$ cat src/afp_defines.svh
// Purpose: constants for the alu flags and port read-modify-write slice
// Assumes: 8-bit datapath
// Notes: reset values, decimal adjust constants, result limits and divide step count
`ifndef AFP_DEFINES_SVH
`define AFP_DEFINES_SVH
`define AFP_ACC_RESET   8'h00
`define AFP_PART_RESET  8'h00
`define AFP_LATCH_RESET 8'hff
`define AFP_NIBBLE_MAX  4'h9
`define AFP_DA_LOW_ADJ  8'h06
`define AFP_DA_HIGH_ADJ 8'h60
`define AFP_BCD_MAX     9'h099
`define AFP_BYTE_MAX    16'h00ff
`define AFP_DIV_STEPS   4'h8
`endif

$ cat src/afp_pkg.sv
// Purpose: types for the alu flags and port read-modify-write slice
// Assumes: none
// Notes: opcode list is the datapath's own encoding
package afp_pkg;
  typedef enum logic [4:0] {
    AFP_OP_NOP    = 5'h00,
    AFP_OP_ADD    = 5'h01,
    AFP_OP_ADDC   = 5'h02,
    AFP_OP_SUBB   = 5'h03,
    AFP_OP_MUL    = 5'h04,
    AFP_OP_DIV    = 5'h05,
    AFP_OP_DA     = 5'h06,
    AFP_OP_RRC    = 5'h07,
    AFP_OP_RLC    = 5'h08,
    AFP_OP_P_ANL  = 5'h09,
    AFP_OP_P_ORL  = 5'h0a,
    AFP_OP_P_XRL  = 5'h0b,
    AFP_OP_P_JBC  = 5'h0c,
    AFP_OP_P_CPL  = 5'h0d,
    AFP_OP_P_INC  = 5'h0e,
    AFP_OP_P_DEC  = 5'h0f,
    AFP_OP_P_DJNZ = 5'h10,
    AFP_OP_P_MOVC = 5'h11,
    AFP_OP_P_CLR  = 5'h12,
    AFP_OP_P_SETB = 5'h13,
    AFP_OP_P_RDB  = 5'h14,
    AFP_OP_P_RDP  = 5'h15
  } afp_op_t;
  typedef enum logic [1:0] {
    AFP_ST_IDLE = 2'b00,
    AFP_ST_DIV  = 2'b01,
    AFP_ST_DONE = 2'b11
  } afp_state_t;
endpackage

$ cat src/afp_adder.sv
// Purpose: 8-bit add or subtract with carries out of bits 3, 6 and 7
// Assumes: sub high means a - b - cin with borrows
// Notes: borrow is the inverted carry of a + ~b + ~cin
`timescale 1ns/1ns
module afp_adder (
  input  wire logic [7:0] a,
  input  wire logic [7:0] b,
  input  wire logic       cin,
  input  wire logic       sub,
  output logic      [7:0] sum,
  output logic            c3,
  output logic            c6,
  output logic            c7
);
  wire logic [7:0] b_eff  = sub ? ~b : b;
  wire logic       ci_eff = sub ? ~cin : cin;
  wire logic [4:0] lo     = {1'b0, a[3:0]} + {1'b0, b_eff[3:0]} + {4'h0, ci_eff};
  wire logic [3:0] mid    = {1'b0, a[6:4]} + {1'b0, b_eff[6:4]} + {3'h0, lo[4]};
  wire logic [1:0] hi     = {1'b0, a[7]} + {1'b0, b_eff[7]} + {1'b0, mid[3]};
  assign sum = {hi[0], mid[2:0], lo[3:0]};
  assign c3  = sub ? ~lo[4]  : lo[4];
  assign c6  = sub ? ~mid[3] : mid[3];
  assign c7  = sub ? ~hi[1]  : hi[1];
endmodule

$ cat src/afp_divider.sv
// Purpose: unsigned 8-bit restoring divider, one quotient bit per cycle
// Assumes: start is a one-cycle pulse while idle
// Notes: a zero divisor still runs; results are then undefined by design
`timescale 1ns/1ns
`include "afp_defines.svh"
module afp_divider
  import afp_pkg::*;
#(
  parameter int WIDTH = 8
) (
  input  wire logic             clock,
  input  wire logic             reset,
  input  wire logic             start,
  input  wire logic [WIDTH-1:0] dividend,
  input  wire logic [WIDTH-1:0] divisor,
  output logic      [WIDTH-1:0] quotient,
  output logic      [WIDTH-1:0] remainder,
  output logic                  done
);
  logic [WIDTH-1:0] quo_q;
  logic [WIDTH-1:0] rem_q;
  logic [WIDTH-1:0] den_q;
  logic [3:0]       cnt_q;
  logic             busy_q;
  logic             done_q;
  wire logic [WIDTH:0]   trial = {rem_q, quo_q[WIDTH-1]};
  wire logic             fits  = trial >= {1'b0, den_q};
  wire logic [WIDTH:0]   diff  = trial - {1'b0, den_q};
  wire logic [WIDTH-1:0] rem_n = fits ? diff[WIDTH-1:0] : trial[WIDTH-1:0];
  always_ff @(posedge clock or posedge reset) begin
    if (reset) begin
      quo_q  <= '0;
      rem_q  <= '0;
      den_q  <= '0;
      cnt_q  <= 4'h0;
      busy_q <= 1'b0;
      done_q <= 1'b0;
    end else begin
      done_q <= 1'b0;
      if (start && !busy_q) begin
        quo_q  <= dividend;
        rem_q  <= '0;
        den_q  <= divisor;
        cnt_q  <= `AFP_DIV_STEPS;
        busy_q <= 1'b1;
      end else if (busy_q) begin
        rem_q  <= rem_n;
        quo_q  <= {quo_q[WIDTH-2:0], fits};
        cnt_q  <= cnt_q - 4'h1;
        busy_q <= cnt_q != 4'h1;
        done_q <= cnt_q == 4'h1;
      end
    end
  end
  assign quotient  = quo_q;
  assign remainder = rem_q;
  assign done      = done_q;
endmodule

$ cat src/afp_alu_flags_port_rmw.sv
// Purpose: accumulator datapath with status flags and port read-modify-write
// Assumes: op_valid is a one-cycle pulse taken only while ready is high
// Notes: divide takes ten cycles, everything else completes in one
// Operation
// - read-modify-write on a port reads the output latch, not the pins.
// - plain port bit input reads the pin level.
// - latch set: ANL, ORL, XRL, JBC, CPL, INC, DEC, DJNZ, MOV bit, CLR, SETB.
// - single-bit port writes rewrite the whole latch byte, altering one bit.
// - JBC on a port bit branches if latched bit set, then clears it.
// - ADD ignores carry in; carry set on carry out of bit 7.
// - ADDC adds accumulator, source and carry; same flag rules as ADD.
// - addition overflow is carry out of bit 6 xor bit 7.
// - addition nibble carry set on carry out of bit 3.
// - SUBB subtracts source and carry; carry set on borrow into bit 7.
// - subtraction overflow set when exactly one of bits 6, 7 borrows.
// - subtraction nibble carry set when bit 3 needs a borrow.
// - MUL puts product low byte in accumulator, high byte in partner.
// - after MUL carry clears; overflow set when product exceeds 255.
// - DIV puts quotient in accumulator, remainder in partner, clears carry.
// - DIV overflow clear unless divisor zero; then set, results undefined.
// - decimal adjust adds 0x06 if nibble carry or low nibble above 9.
// - then adds 0x60 if carry was set or low correction was added.
// - decimal adjust sets carry when result exceeds 0x99, else clears.
// - RRC moves bit 0 to carry and old carry into bit 7.
// - RLC moves bit 7 to carry and old carry into bit 0.
`timescale 1ns/1ns
`include "afp_defines.svh"
module afp_alu_flags_port_rmw
  import afp_pkg::*;
(
  input  wire logic       clock,
  input  wire logic       reset,
  input  wire logic       op_valid,
  input  wire afp_op_t    op_code,
  input  wire logic [7:0] src_data,
  input  wire logic [2:0] bit_sel,
  input  wire logic [7:0] port_pins,
  output logic            ready,
  output logic            op_done,
  output logic [7:0]      accumulator_reg,
  output logic [7:0]      partner_reg,
  output logic            carry_flag,
  output logic            signed_overflow_flag,
  output logic            nibble_carry_flag,
  output logic [7:0]      port_latch,
  output logic            branch_taken,
  output logic            bit_result
);
  afp_state_t state_q;
  afp_state_t state_d;
  logic [7:0] acc_q;
  logic [7:0] acc_d;
  logic [7:0] part_q;
  logic [7:0] part_d;
  logic       cy_q;
  logic       cy_d;
  logic       ov_q;
  logic       ov_d;
  logic       ac_q;
  logic       ac_d;
  logic [7:0] latch_q;
  logic [7:0] latch_d;
  logic       br_q;
  logic       br_d;
  logic       bit_q;
  logic       bit_d;
  logic       done_q;
  logic       done_d;

  wire logic take = op_valid && state_q == AFP_ST_IDLE;

  // add and subtract share one carry chain
  wire logic       is_sub  = op_code == AFP_OP_SUBB;
  wire logic       add_cin = (op_code == AFP_OP_ADD) ? 1'b0 : cy_q;
  wire logic [7:0] add_sum;
  wire logic       add_c3;
  wire logic       add_c6;
  wire logic       add_c7;
  afp_adder u_adder (
    .a   (acc_q),
    .b   (src_data),
    .cin (add_cin),
    .sub (is_sub),
    .sum (add_sum),
    .c3  (add_c3),
    .c6  (add_c6),
    .c7  (add_c7)
  );

  wire logic [15:0] product = {8'h00, acc_q} * {8'h00, part_q};

  wire logic       div_start = take && op_code == AFP_OP_DIV;
  wire logic [7:0] div_quo;
  wire logic [7:0] div_rem;
  wire logic       div_done;
  afp_divider #(
    .WIDTH (8)
  ) u_divider (
    .clock     (clock),
    .reset     (reset),
    .start     (div_start),
    .dividend  (acc_q),
    .divisor   (part_q),
    .quotient  (div_quo),
    .remainder (div_rem),
    .done      (div_done)
  );

  wire logic       da_low  = ac_q || (acc_q[3:0] > `AFP_NIBBLE_MAX);
  wire logic [8:0] da_s1   = {1'b0, acc_q} + (da_low ? {1'b0, `AFP_DA_LOW_ADJ} : 9'h000);
  wire logic       da_high = cy_q || da_low;
  wire logic [8:0] da_s2   = da_s1 + (da_high ? {1'b0, `AFP_DA_HIGH_ADJ} : 9'h000);

  // latch is the source for every read-modify-write
  wire logic [7:0] rmw_src  = latch_q;
  wire logic [7:0] bit_mask = 8'h01 << bit_sel;
  wire logic       rmw_bit  = |(rmw_src & bit_mask);
  // plain bit input from the pins
  wire logic       pin_bit  = |(port_pins & bit_mask);
  wire logic [7:0] rmw_dec  = rmw_src - 8'h01;

  always_comb begin
    state_d = state_q;
    acc_d   = acc_q;
    part_d  = part_q;
    cy_d    = cy_q;
    ov_d    = ov_q;
    ac_d    = ac_q;
    latch_d = latch_q;
    br_d    = 1'b0;
    bit_d   = bit_q;
    done_d  = 1'b0;
    case (state_q)
      AFP_ST_IDLE: begin
        if (take) begin
          done_d = op_code != AFP_OP_DIV;
          case (op_code)
            // same flag update for both addition forms
            AFP_OP_ADD, AFP_OP_ADDC: begin
              acc_d = add_sum;
              cy_d  = add_c7;
              // overflow from bit 6 and bit 7 carries
              ov_d  = add_c6 ^ add_c7;
              ac_d  = add_c3;
            end
            AFP_OP_SUBB: begin
              acc_d = add_sum;
              cy_d  = add_c7;
              ov_d  = add_c6 ^ add_c7;
              ac_d  = add_c3;
            end
            AFP_OP_MUL: begin
              acc_d  = product[7:0];
              part_d = product[15:8];
              cy_d   = 1'b0;
              ov_d   = product > `AFP_BYTE_MAX;
            end
            AFP_OP_DIV: begin
              state_d = AFP_ST_DIV;
            end
            AFP_OP_DA: begin
              acc_d = da_s2[7:0];
              cy_d  = da_s2 > `AFP_BCD_MAX;
            end
            AFP_OP_RRC: begin
              acc_d = {cy_q, acc_q[7:1]};
              cy_d  = acc_q[0];
            end
            AFP_OP_RLC: begin
              acc_d = {acc_q[6:0], cy_q};
              cy_d  = acc_q[7];
            end
            AFP_OP_P_ANL: latch_d = rmw_src & src_data;
            AFP_OP_P_ORL: latch_d = rmw_src | src_data;
            AFP_OP_P_XRL: latch_d = rmw_src ^ src_data;
            AFP_OP_P_INC: latch_d = rmw_src + 8'h01;
            AFP_OP_P_DEC: latch_d = rmw_dec;
            AFP_OP_P_DJNZ: begin
              latch_d = rmw_dec;
              br_d    = rmw_dec != 8'h00;
            end
            AFP_OP_P_JBC: begin
              // branch on latched one, then clear
              br_d    = rmw_bit;
              latch_d = rmw_src & ~bit_mask;
              bit_d   = rmw_bit;
            end
            // whole byte rewritten, one bit changed
            AFP_OP_P_CPL:  latch_d = rmw_src ^ bit_mask;
            AFP_OP_P_MOVC: latch_d = cy_q ? (rmw_src | bit_mask) : (rmw_src & ~bit_mask);
            AFP_OP_P_CLR:  latch_d = rmw_src & ~bit_mask;
            AFP_OP_P_SETB: latch_d = rmw_src | bit_mask;
            // pin sample for plain bit and byte reads
            AFP_OP_P_RDB:  bit_d = pin_bit;
            AFP_OP_P_RDP:  acc_d = port_pins;
            default: done_d = 1'b1;
          endcase
        end
      end
      AFP_ST_DIV: begin
        if (div_done) begin
          acc_d   = div_quo;
          part_d  = div_rem;
          cy_d    = 1'b0;
          ov_d    = part_q == 8'h00;
          done_d  = 1'b1;
          state_d = AFP_ST_DONE;
        end
      end
      AFP_ST_DONE: state_d = AFP_ST_IDLE;
      default: state_d = AFP_ST_IDLE;
    endcase
  end

  always_ff @(posedge clock or posedge reset) begin
    if (reset) begin
      state_q <= AFP_ST_IDLE;
      acc_q   <= `AFP_ACC_RESET;
      part_q  <= `AFP_PART_RESET;
      cy_q    <= 1'b0;
      ov_q    <= 1'b0;
      ac_q    <= 1'b0;
      latch_q <= `AFP_LATCH_RESET;
      br_q    <= 1'b0;
      bit_q   <= 1'b0;
      done_q  <= 1'b0;
    end else begin
      state_q <= state_d;
      acc_q   <= acc_d;
      part_q  <= part_d;
      cy_q    <= cy_d;
      ov_q    <= ov_d;
      ac_q    <= ac_d;
      latch_q <= latch_d;
      br_q    <= br_d;
      bit_q   <= bit_d;
      done_q  <= done_d;
    end
  end

  assign ready                = state_q == AFP_ST_IDLE;
  assign op_done              = done_q;
  assign accumulator_reg      = acc_q;
  assign partner_reg          = part_q;
  assign carry_flag           = cy_q;
  assign signed_overflow_flag = ov_q;
  assign nibble_carry_flag    = ac_q;
  assign port_latch           = latch_q;
  assign branch_taken         = br_q;
  assign bit_result           = bit_q;
endmodule

$ cat config.mk
export PLATFORM = sky130hd
export DESIGN_NAME = afp_alu_flags_port_rmw
export DESIGN_NICKNAME = d
export VERILOG_FILES = /design/src/afp_pkg.sv /design/src/afp_adder.sv /design/src/afp_divider.sv /design/src/afp_alu_flags_port_rmw.sv
export VERILOG_INCLUDE_DIRS = /design/src
export SDC_FILE = /design/constraint.sdc
export NUM_CORES = 1
export LEC_CHECK = 0
export ABC_AREA = 0
export BUFFER_PORTS_ARGS = -buffer_cell sky130_fd_sc_hd__buf_2
export CORE_MARGIN = 5
export CORE_UTILIZATION = 63
export DETAILED_ROUTE_END_ITERATION = 10
export GPL_TIMING_DRIVEN = 0
export PLACE_DENSITY = 0.9
export SLEW_MARGIN = 25
export SYNTH_ARGS = -nofsm -noshare
export SYNTH_HDL_FRONTEND = slang
export SYNTH_HIERARCHICAL = 1
export SYNTH_SLANG_ARGS = --single-unit
$ cat constraint.sdc
create_clock -name clock -period 5.7 [get_ports clock]
set_clock_uncertainty 0.2 [all_clocks]
set_input_delay 1.425 -clock clock [delete_from_list [all_inputs] [get_ports clock]]
set_output_delay 1.425 -clock clock [all_outputs]
set_load 0.02 [all_outputs]
* Yosys cells after proc, flatten, opt, wreduce, memory -nomap -nowiden
Index checks and enable logic that the tools add are counted.
Storage, ports and cells: memories kept 0, bits in latches 0, output and inout bits 31, input port bits 27, ROM bits 0, logic and storage cells 157, RAM bits 0, bits in registers 62
Operators by class: shifts and indexed selects 1, bitwise gates (word level) 15, order comparisons 4, multiplexer cells 49, add/sub/neg operators 12, eq/ne operators 32, divide/modulo/power cells 0, multipliers 1, reductions and logical operators 27
Operators with widths (number):
- 8-bit two-way mux | 12
- 8-bit case mux with 9 select lines | 1
- 8-bit case mux with 6 select lines | 1
- 5-bit by 4-bit equality test with 1-bit output, second input constant | 8
- 8-bit bitwise AND | 4
- 8-bit case mux with 2 select lines | 2
- 5-bit equality test, second input constant | 6
- 21-bit OR reduction | 1
- 5-bit by 3-bit equality test with 1-bit output, second input constant | 4
- 1-bit two-way mux | 18
- 16-bit by 8-bit greater-than comparator with 1-bit output, second input constant | 1
- 8-bit by 8-bit multiplier with 16-bit output | 1
- 8-bit inverter | 2
- 8-bit OR | 2
- 4-bit AND reduction | 4
- 8-bit OR reduction | 2
- 8-bit bitwise XOR | 2
- 1-bit case mux with 2 select lines | 6
- 3-bit AND reduction | 4
- 5-bit by 2-bit equality test with 1-bit output, second input constant | 2
- 8-bit by 3-bit adder with 9-bit output | 1
- 9-bit by 7-bit adder with 9-bit output | 1
- 9-bit by 8-bit greater-or-equal comparator with 1-bit output | 1
- 9-bit by 8-bit greater-than comparator with 1-bit output, second input constant | 1
- other kinds (39) | 54

* Logic depth before layout (Yosys ltp)
depth in word-level cells 13, gate-level depth with buffers 20, depth with buffers taken out 18

* Modules after synthesis
The synthesis kept the hierarchy.
By module, submodules not included:
- afp_alu_flags_port_rmw | area an instance 5590.4 um^2, times used 1, cells each 689, sequential area each 810.8 um^2
- afp_divider | area an instance 1834.3 um^2, times used 1, cells each 189, sequential area each 750.7 um^2
- afp_adder | area an instance 377.9 um^2, times used 1, cells each 39, sequential area each 0.0 um^2

* Worst setup path before layout
No wires, ideal clock.
kind flip-flop to flip-flop, start point register acc_q[4], in the netlist accumulator_reg[4], end point register ov_q, in the netlist signed_overflow_flag, path buffers 3, clock period less this slack 5.247 ns, setup slack 0.453 ns, data required time 5.348 ns, stages on the path, launching flop included 17, setup time 0.152 ns, arrival time 4.895 ns, cell sequence dfrtp_1 clkbuf_1 clkbuf_1 and2_1 fa_1 fa_1 fa_1 inv_1 fa_1 inv_1 ha_1 clkbuf_1 and3_1 a21boi_0 o221ai_1 a2111oi_0 a41oi_1
On the way: longest elaborated chain between the ends 9, elaborated cells on any way between the ends 13, classes of those cells 3 x add/sub; 1 x mul; 1 x order compare; 5 x mux; 3 x bitwise
RTL lines:
- from (decl) | line afp_alu_flags_port_rmw.sv:51 | logic [7:0] acc_q;
- from (signal assigned) | line afp_alu_flags_port_rmw.sv:218 | acc_q <= `AFP_ACC_RESET;
- parallel branches: the longest is 6 deep, another holds 8-bit by 8-bit multiplier with 16-bit output
- 1-bit case mux with 2 select lines (*) | line afp_alu_flags_port_rmw.sv:137 | case (op_code)
- 1-bit two-way mux (*) | line afp_alu_flags_port_rmw.sv:135 | if (take) begin
- 1-bit case mux with 2 select lines (*) | line afp_alu_flags_port_rmw.sv:133 | case (state_q)
- to (signal assigned) | line afp_alu_flags_port_rmw.sv:232 | ov_q <= ov_d;
- to (decl) | line afp_alu_flags_port_rmw.sv:57 | logic ov_q;
Every way passes the cells marked *. The select of a mux whose other input is x is not followed. A chain may end at the register's enable or synchronous reset.

* Worst setup path after layout
start point input op_code[2], end point register ov_q, in the netlist signed_overflow_flag
On the way: elaborated cells on any way between the ends 25, classes of those cells 6 x add/sub; 5 x eq/ne; 8 x mux; 4 x bitwise; 2 x reduce/logical
RTL lines:
- from (decl) | line afp_alu_flags_port_rmw.sv:34 | input wire afp_op_t op_code,
- 5-bit by 2-bit equality test with 1-bit output (*) | line afp_alu_flags_port_rmw.sv:73 | wire logic is_sub = op_code == AFP_OP_SUBB;
- named net is_sub | line afp_alu_flags_port_rmw.sv:73
- 8-bit two-way mux | line afp_adder.sv:15 | wire logic [7:0] b_eff = sub ? ~b : b;
- 4-bit by 4-bit adder with 5-bit output | line afp_adder.sv:17 | wire logic [4:0] lo = {1'b0, a[3:0]} + {1'b0, b_eff[3:0]} + {4'h0, ci_eff};
- 5-bit by 1-bit adder with 5-bit output | line afp_adder.sv:17
- 4-bit by 1-bit adder with 4-bit output | line afp_adder.sv:18 | wire logic [3:0] mid = {1'b0, a[6:4]} + {1'b0, b_eff[6:4]} + {3'h0, lo[4]};
- 2-bit by 1-bit adder with 2-bit output | line afp_adder.sv:19 | wire logic [1:0] hi = {1'b0, a[7]} + {1'b0, b_eff[7]} + {1'b0, mid[3]};
- 1-bit inverter | line afp_adder.sv:23 | assign c7 = sub ? ~hi[1] : hi[1];
- 1-bit two-way mux (*) | line afp_adder.sv:23
- named net add_c7 | line afp_alu_flags_port_rmw.sv:78 | wire logic add_c7;
- 1-bit bitwise XOR (*) | line afp_alu_flags_port_rmw.sv:143, afp_alu_flags_port_rmw.sv:149
- 1-bit case mux with 2 select lines (*) | line afp_alu_flags_port_rmw.sv:137
- 1-bit two-way mux (*) | line afp_alu_flags_port_rmw.sv:135
- 1-bit case mux with 2 select lines (*) | line afp_alu_flags_port_rmw.sv:133
Mark *: on every way through the listed nets, which the timed path passes. The rest lies on a longest branch. The select of a mux whose other input is x is not followed.

==> impl_metrics.yaml <==
power:
  p_leak_nw: 4.024
  finalPower_mw: 4.727
  pwr-share-comb_pct: 69.2
  switching_share_pct: 51.41
  powerDensity_nw_per_um2: 547.8
  seqPwrFrac_pct: 19.0
  switchingPower_mw: 2.430
  clockPowerShare_pct: 11.8
  vdd_ir_drop_max_mv: 0.3356
  p_int_mw: 2.297
synth:
  yosysMostFrequentCell: "nand2_1"
  synthTopCellsByCount: "nand2_1, inv_1, ha_1"
  async_flop_share_pct: 100.0
  ys_warn_count: 6
  ys_ff_latch: 62
  synth_edf_count: 0
  synth_top_cells_by_area: "dfrtp_1, fa_1, ha_1"
  ys.flop_type: "dfrtp_1"
  syn_area_um2: 7802
  synth_cell_types: 89
  syn-num-nets: 1045
  yosysTopAreaCellShare_pct: 17.32
  synth_seq_area_share_pct: 20.01
  syn_area_per_cell_um2: 8.509
  synth_top_cell_by_area: "dfrtp_1"
  synthCells: 917
clock_tree:
  h-tree-depth: 3
  insertion_delay_ns: 0.33
  cts.sinks: 62
  cts-root-buf: "clkbuf_16"
  cts_tree: "done"
  cts-buffers-inserted: 9
  clockBufferDepth: 2
  path_clk_slew_ns: 0.05
timing:
  hold_viol: 0
  relSlewSlack_pct: 37.59
  tightest_slew_ns: 0.9299
  setup-violations-final: 0
  fin_crit_ns: 5.533
  fmax_mhz: 180.7
  period_share_pct: 97.07
  slew_viol_final: 0
critical_path:
  cp.required_ns: 5.68
  critPathSlowestCell: "fa_1"
  max_stage_delay_ns: 0.42
  path_cells: "buf_2, buf_2, nand2b_2, nor3_4, buf_6, xnor2_1, fa_1, inv_1, fa_1, nand3_1, nand2_1, fa_1, a21o_1, a21oi_4, fa_1, xnor2_1, xor2_1, o21ai_0, nand2_1, mux2i_1, a41oi_1"
  worstSetupEndpointType: "register"
  cp_max_fo: 10
  critical_path_buf_inv_count: 4
  cp_top_family: "adder cells"
  cp-start-kind: "input port"
  crit_top_cell: "fa_1"
  arrival_ns: 5.51
  crit_type: "in2reg"
final_layout:
  synthToLayoutAreaGrowth_pct: 10.58
  final_nets: 1110
  final.fill_count: 960
  design_area_um2: 8628
  drive_gt1_share_pct: 14.71
  fin_cells: 1154
  antenna_cells: 0
placement:
  gp_congestion: 1.013
  port_buffers: 55
  numPlacedInstances: 1140
  place_area_um2: 8288
  dp_hpwl_mm: 16.90
die:
  pin_count: 58
  die_h_um: 121.3
  dieArea_um2: 14710
  start_util_pct: 64.69
  core_um2: 12060
  rows: 40
  dieWidth_um: 121.3
global_route:
  grt-ovfl-total: 0
  first_global_vias: 7320
  grt_pass1_wl_mm: 37.18
  antenna_found_initial: 0
  grt_usage_pct: 31.46
  grt_max_degree: 33
detailed_routing:
  drt-pass1-iter-count: 9
  via_per_inst: 6.500
  wl_per_cell_um: 19.68
  ant_nets: 0
  drcViolationCount: 0
  dr_total_vias: 7501
  drt_iter0_drc: 889
  routed_wirelength_mm: 22.72
flow_run:
  maxCapViolCount: 0
run_status:
  status: "finished, final reports clean"
min_path:
  hp-class: "reg2reg"
-- power groups by stage --
stage	Combinational (mW)	Clock, mW	Sequential (mW)
finish	3.27	0.556	0.899
global route	3.63	0.581	0.923
CTS	3.23	0.560	0.868
detailed placement	3.19	0	0.871
global placement	3.09	0	0.863
floorplan	2.33	0	0.897
-- per-layer routing --
| metal | vias to the layer above | share of wire (%) | GRT usage [%] |
|---|---|---|---|
| li1 | 3391 | - | - |
| met1 | 3588 | 41 | 44.49 |
| met2 | 455 | 46 | 48.29 |
| met3 | 67 | 11 | 7.040 |
| met4 | 0 | 2.2 | 9.454 |
| met5 | - | 0 | 0 |
-- cell usage in the layout (no fill, tap or decap), drive strengths merged, types with 5 or more instances in the layout --
master / Yosys / routed
mux2i: 24 / 24
nor2b: 10 / 10
dfrtp: 54 / 54
a22o: 7 / 7
nand2b: 18 / 18
nor2: 58 / 58
a22oi: 13 / 13
a221oi: 7 / 7
and2: 56 / 56
a311o: 6 / 6
o221ai: 5 / 5
fa: 43 / 43
a211oi: 16 / 16
a31oi: 5 / 5
dfstp: 8 / 8
or3: 5 / 5
o21ai: 56 / 56
clkbuf: 40 / 49
xnor2: 21 / 21
mux2: 7 / 7
nand3: 12 / 12
o22ai: 8 / 8
nand2: 80 / 80
o211ai: 6 / 6
a221o: 7 / 7
nor4: 5 / 5
xor2: 19 / 19
nor3: 23 / 23
ha: 58 / 58
nand3b: 6 / 6
inv: 77 / 77
a21o: 13 / 13
nor3b: 12 / 12
a21oi: 36 / 36
o31ai: 14 / 14
buf: 18 / 75
-- repair_timing --
item	in CTS	in global routing
setup endpoints to repair	3	10
pin swaps	0	1
resized for setup	2	21
hold buffers	0	0
buffers inserted	0	2
-- cell type report --
class | instances | area (um2) | area share, %
clock buffers | 12 | 256.5 | 2.973
inverters | 77 | 289.0 | 3.350
multi-input cells | 720 | 5710 | 66.18
flip-flops and latches | 62 | 1562 | 18.10
clock inverters | 3 | 43.79 | 0.5075
repair buffers | 57 | 290.3 | 3.364
plain buffers | 55 | 266.5 | 3.089
well taps | 168 | 210.2 | 2.436
-- final timing paths --
kind	startpoint	end	slack (ns)	cells past startpoint
setup reg to reg	accumulator_reg[3]	signed_overflow_flag	0.28	17
setup / recovery	op_code[2]	signed_overflow_flag	0.17	21
max in group asynchronous	reset	accumulator_reg[3]	3.74	2
hold reg to reg	u_divider/done	state_q[1]	0.28	2
min in group asynchronous	reset	u_divider/remainder[4]	1.00	2
hold / removal	u_divider/done	state_q[1]	0.28	2
-- cell families after synthesis --
kind of cell               synth area share, %
AOI/OAI and AO/OA                        22.21
xor gates and xnor gates                 4.490
adders and majority gates                20.59
buffers and inverters                    7.104
DFF                                      20.01
muxes                                    5.244
and+or+nand+nor                          20.35
-- worst register-to-register path, cell delays in order (launching register included) --
cell and delay (ns):
dfrtp_1 0.45, clkbuf_2 0.24, clkbuf_2 0.28, nand2_1 0.12, fa_1 0.51, fa_1 0.49
inv_1 0.05, fa_1 0.55, inv_1 0.07, fa_1 0.55, inv_1 0.05, ha_1 0.35
o211ai_1 0.12, o21ai_1 0.34, xnor2_1 0.22, nand4_1 0.14, a2111oi_0 0.39, a41oi_1 0.16
-- metrics by stage --
step	util, %	worst slack [ns]	hold WS, ns	setup TNS (ns)
2_1_floorplan	-	0.4531	0.2475	0
3_3_place_gp	68.71	-0.1805	0.2647	-0.3314
3_5_place_dp	68.71	-0.2190	0.2695	-0.4482
4_1_cts	71.22	0.02512	0.2820	0
5_1_grt	71.54	-0.04635	0.3150	-0.04635
6_report	71.54	0.1669	0.2838	0
Power figures use the tool's default switching activity.
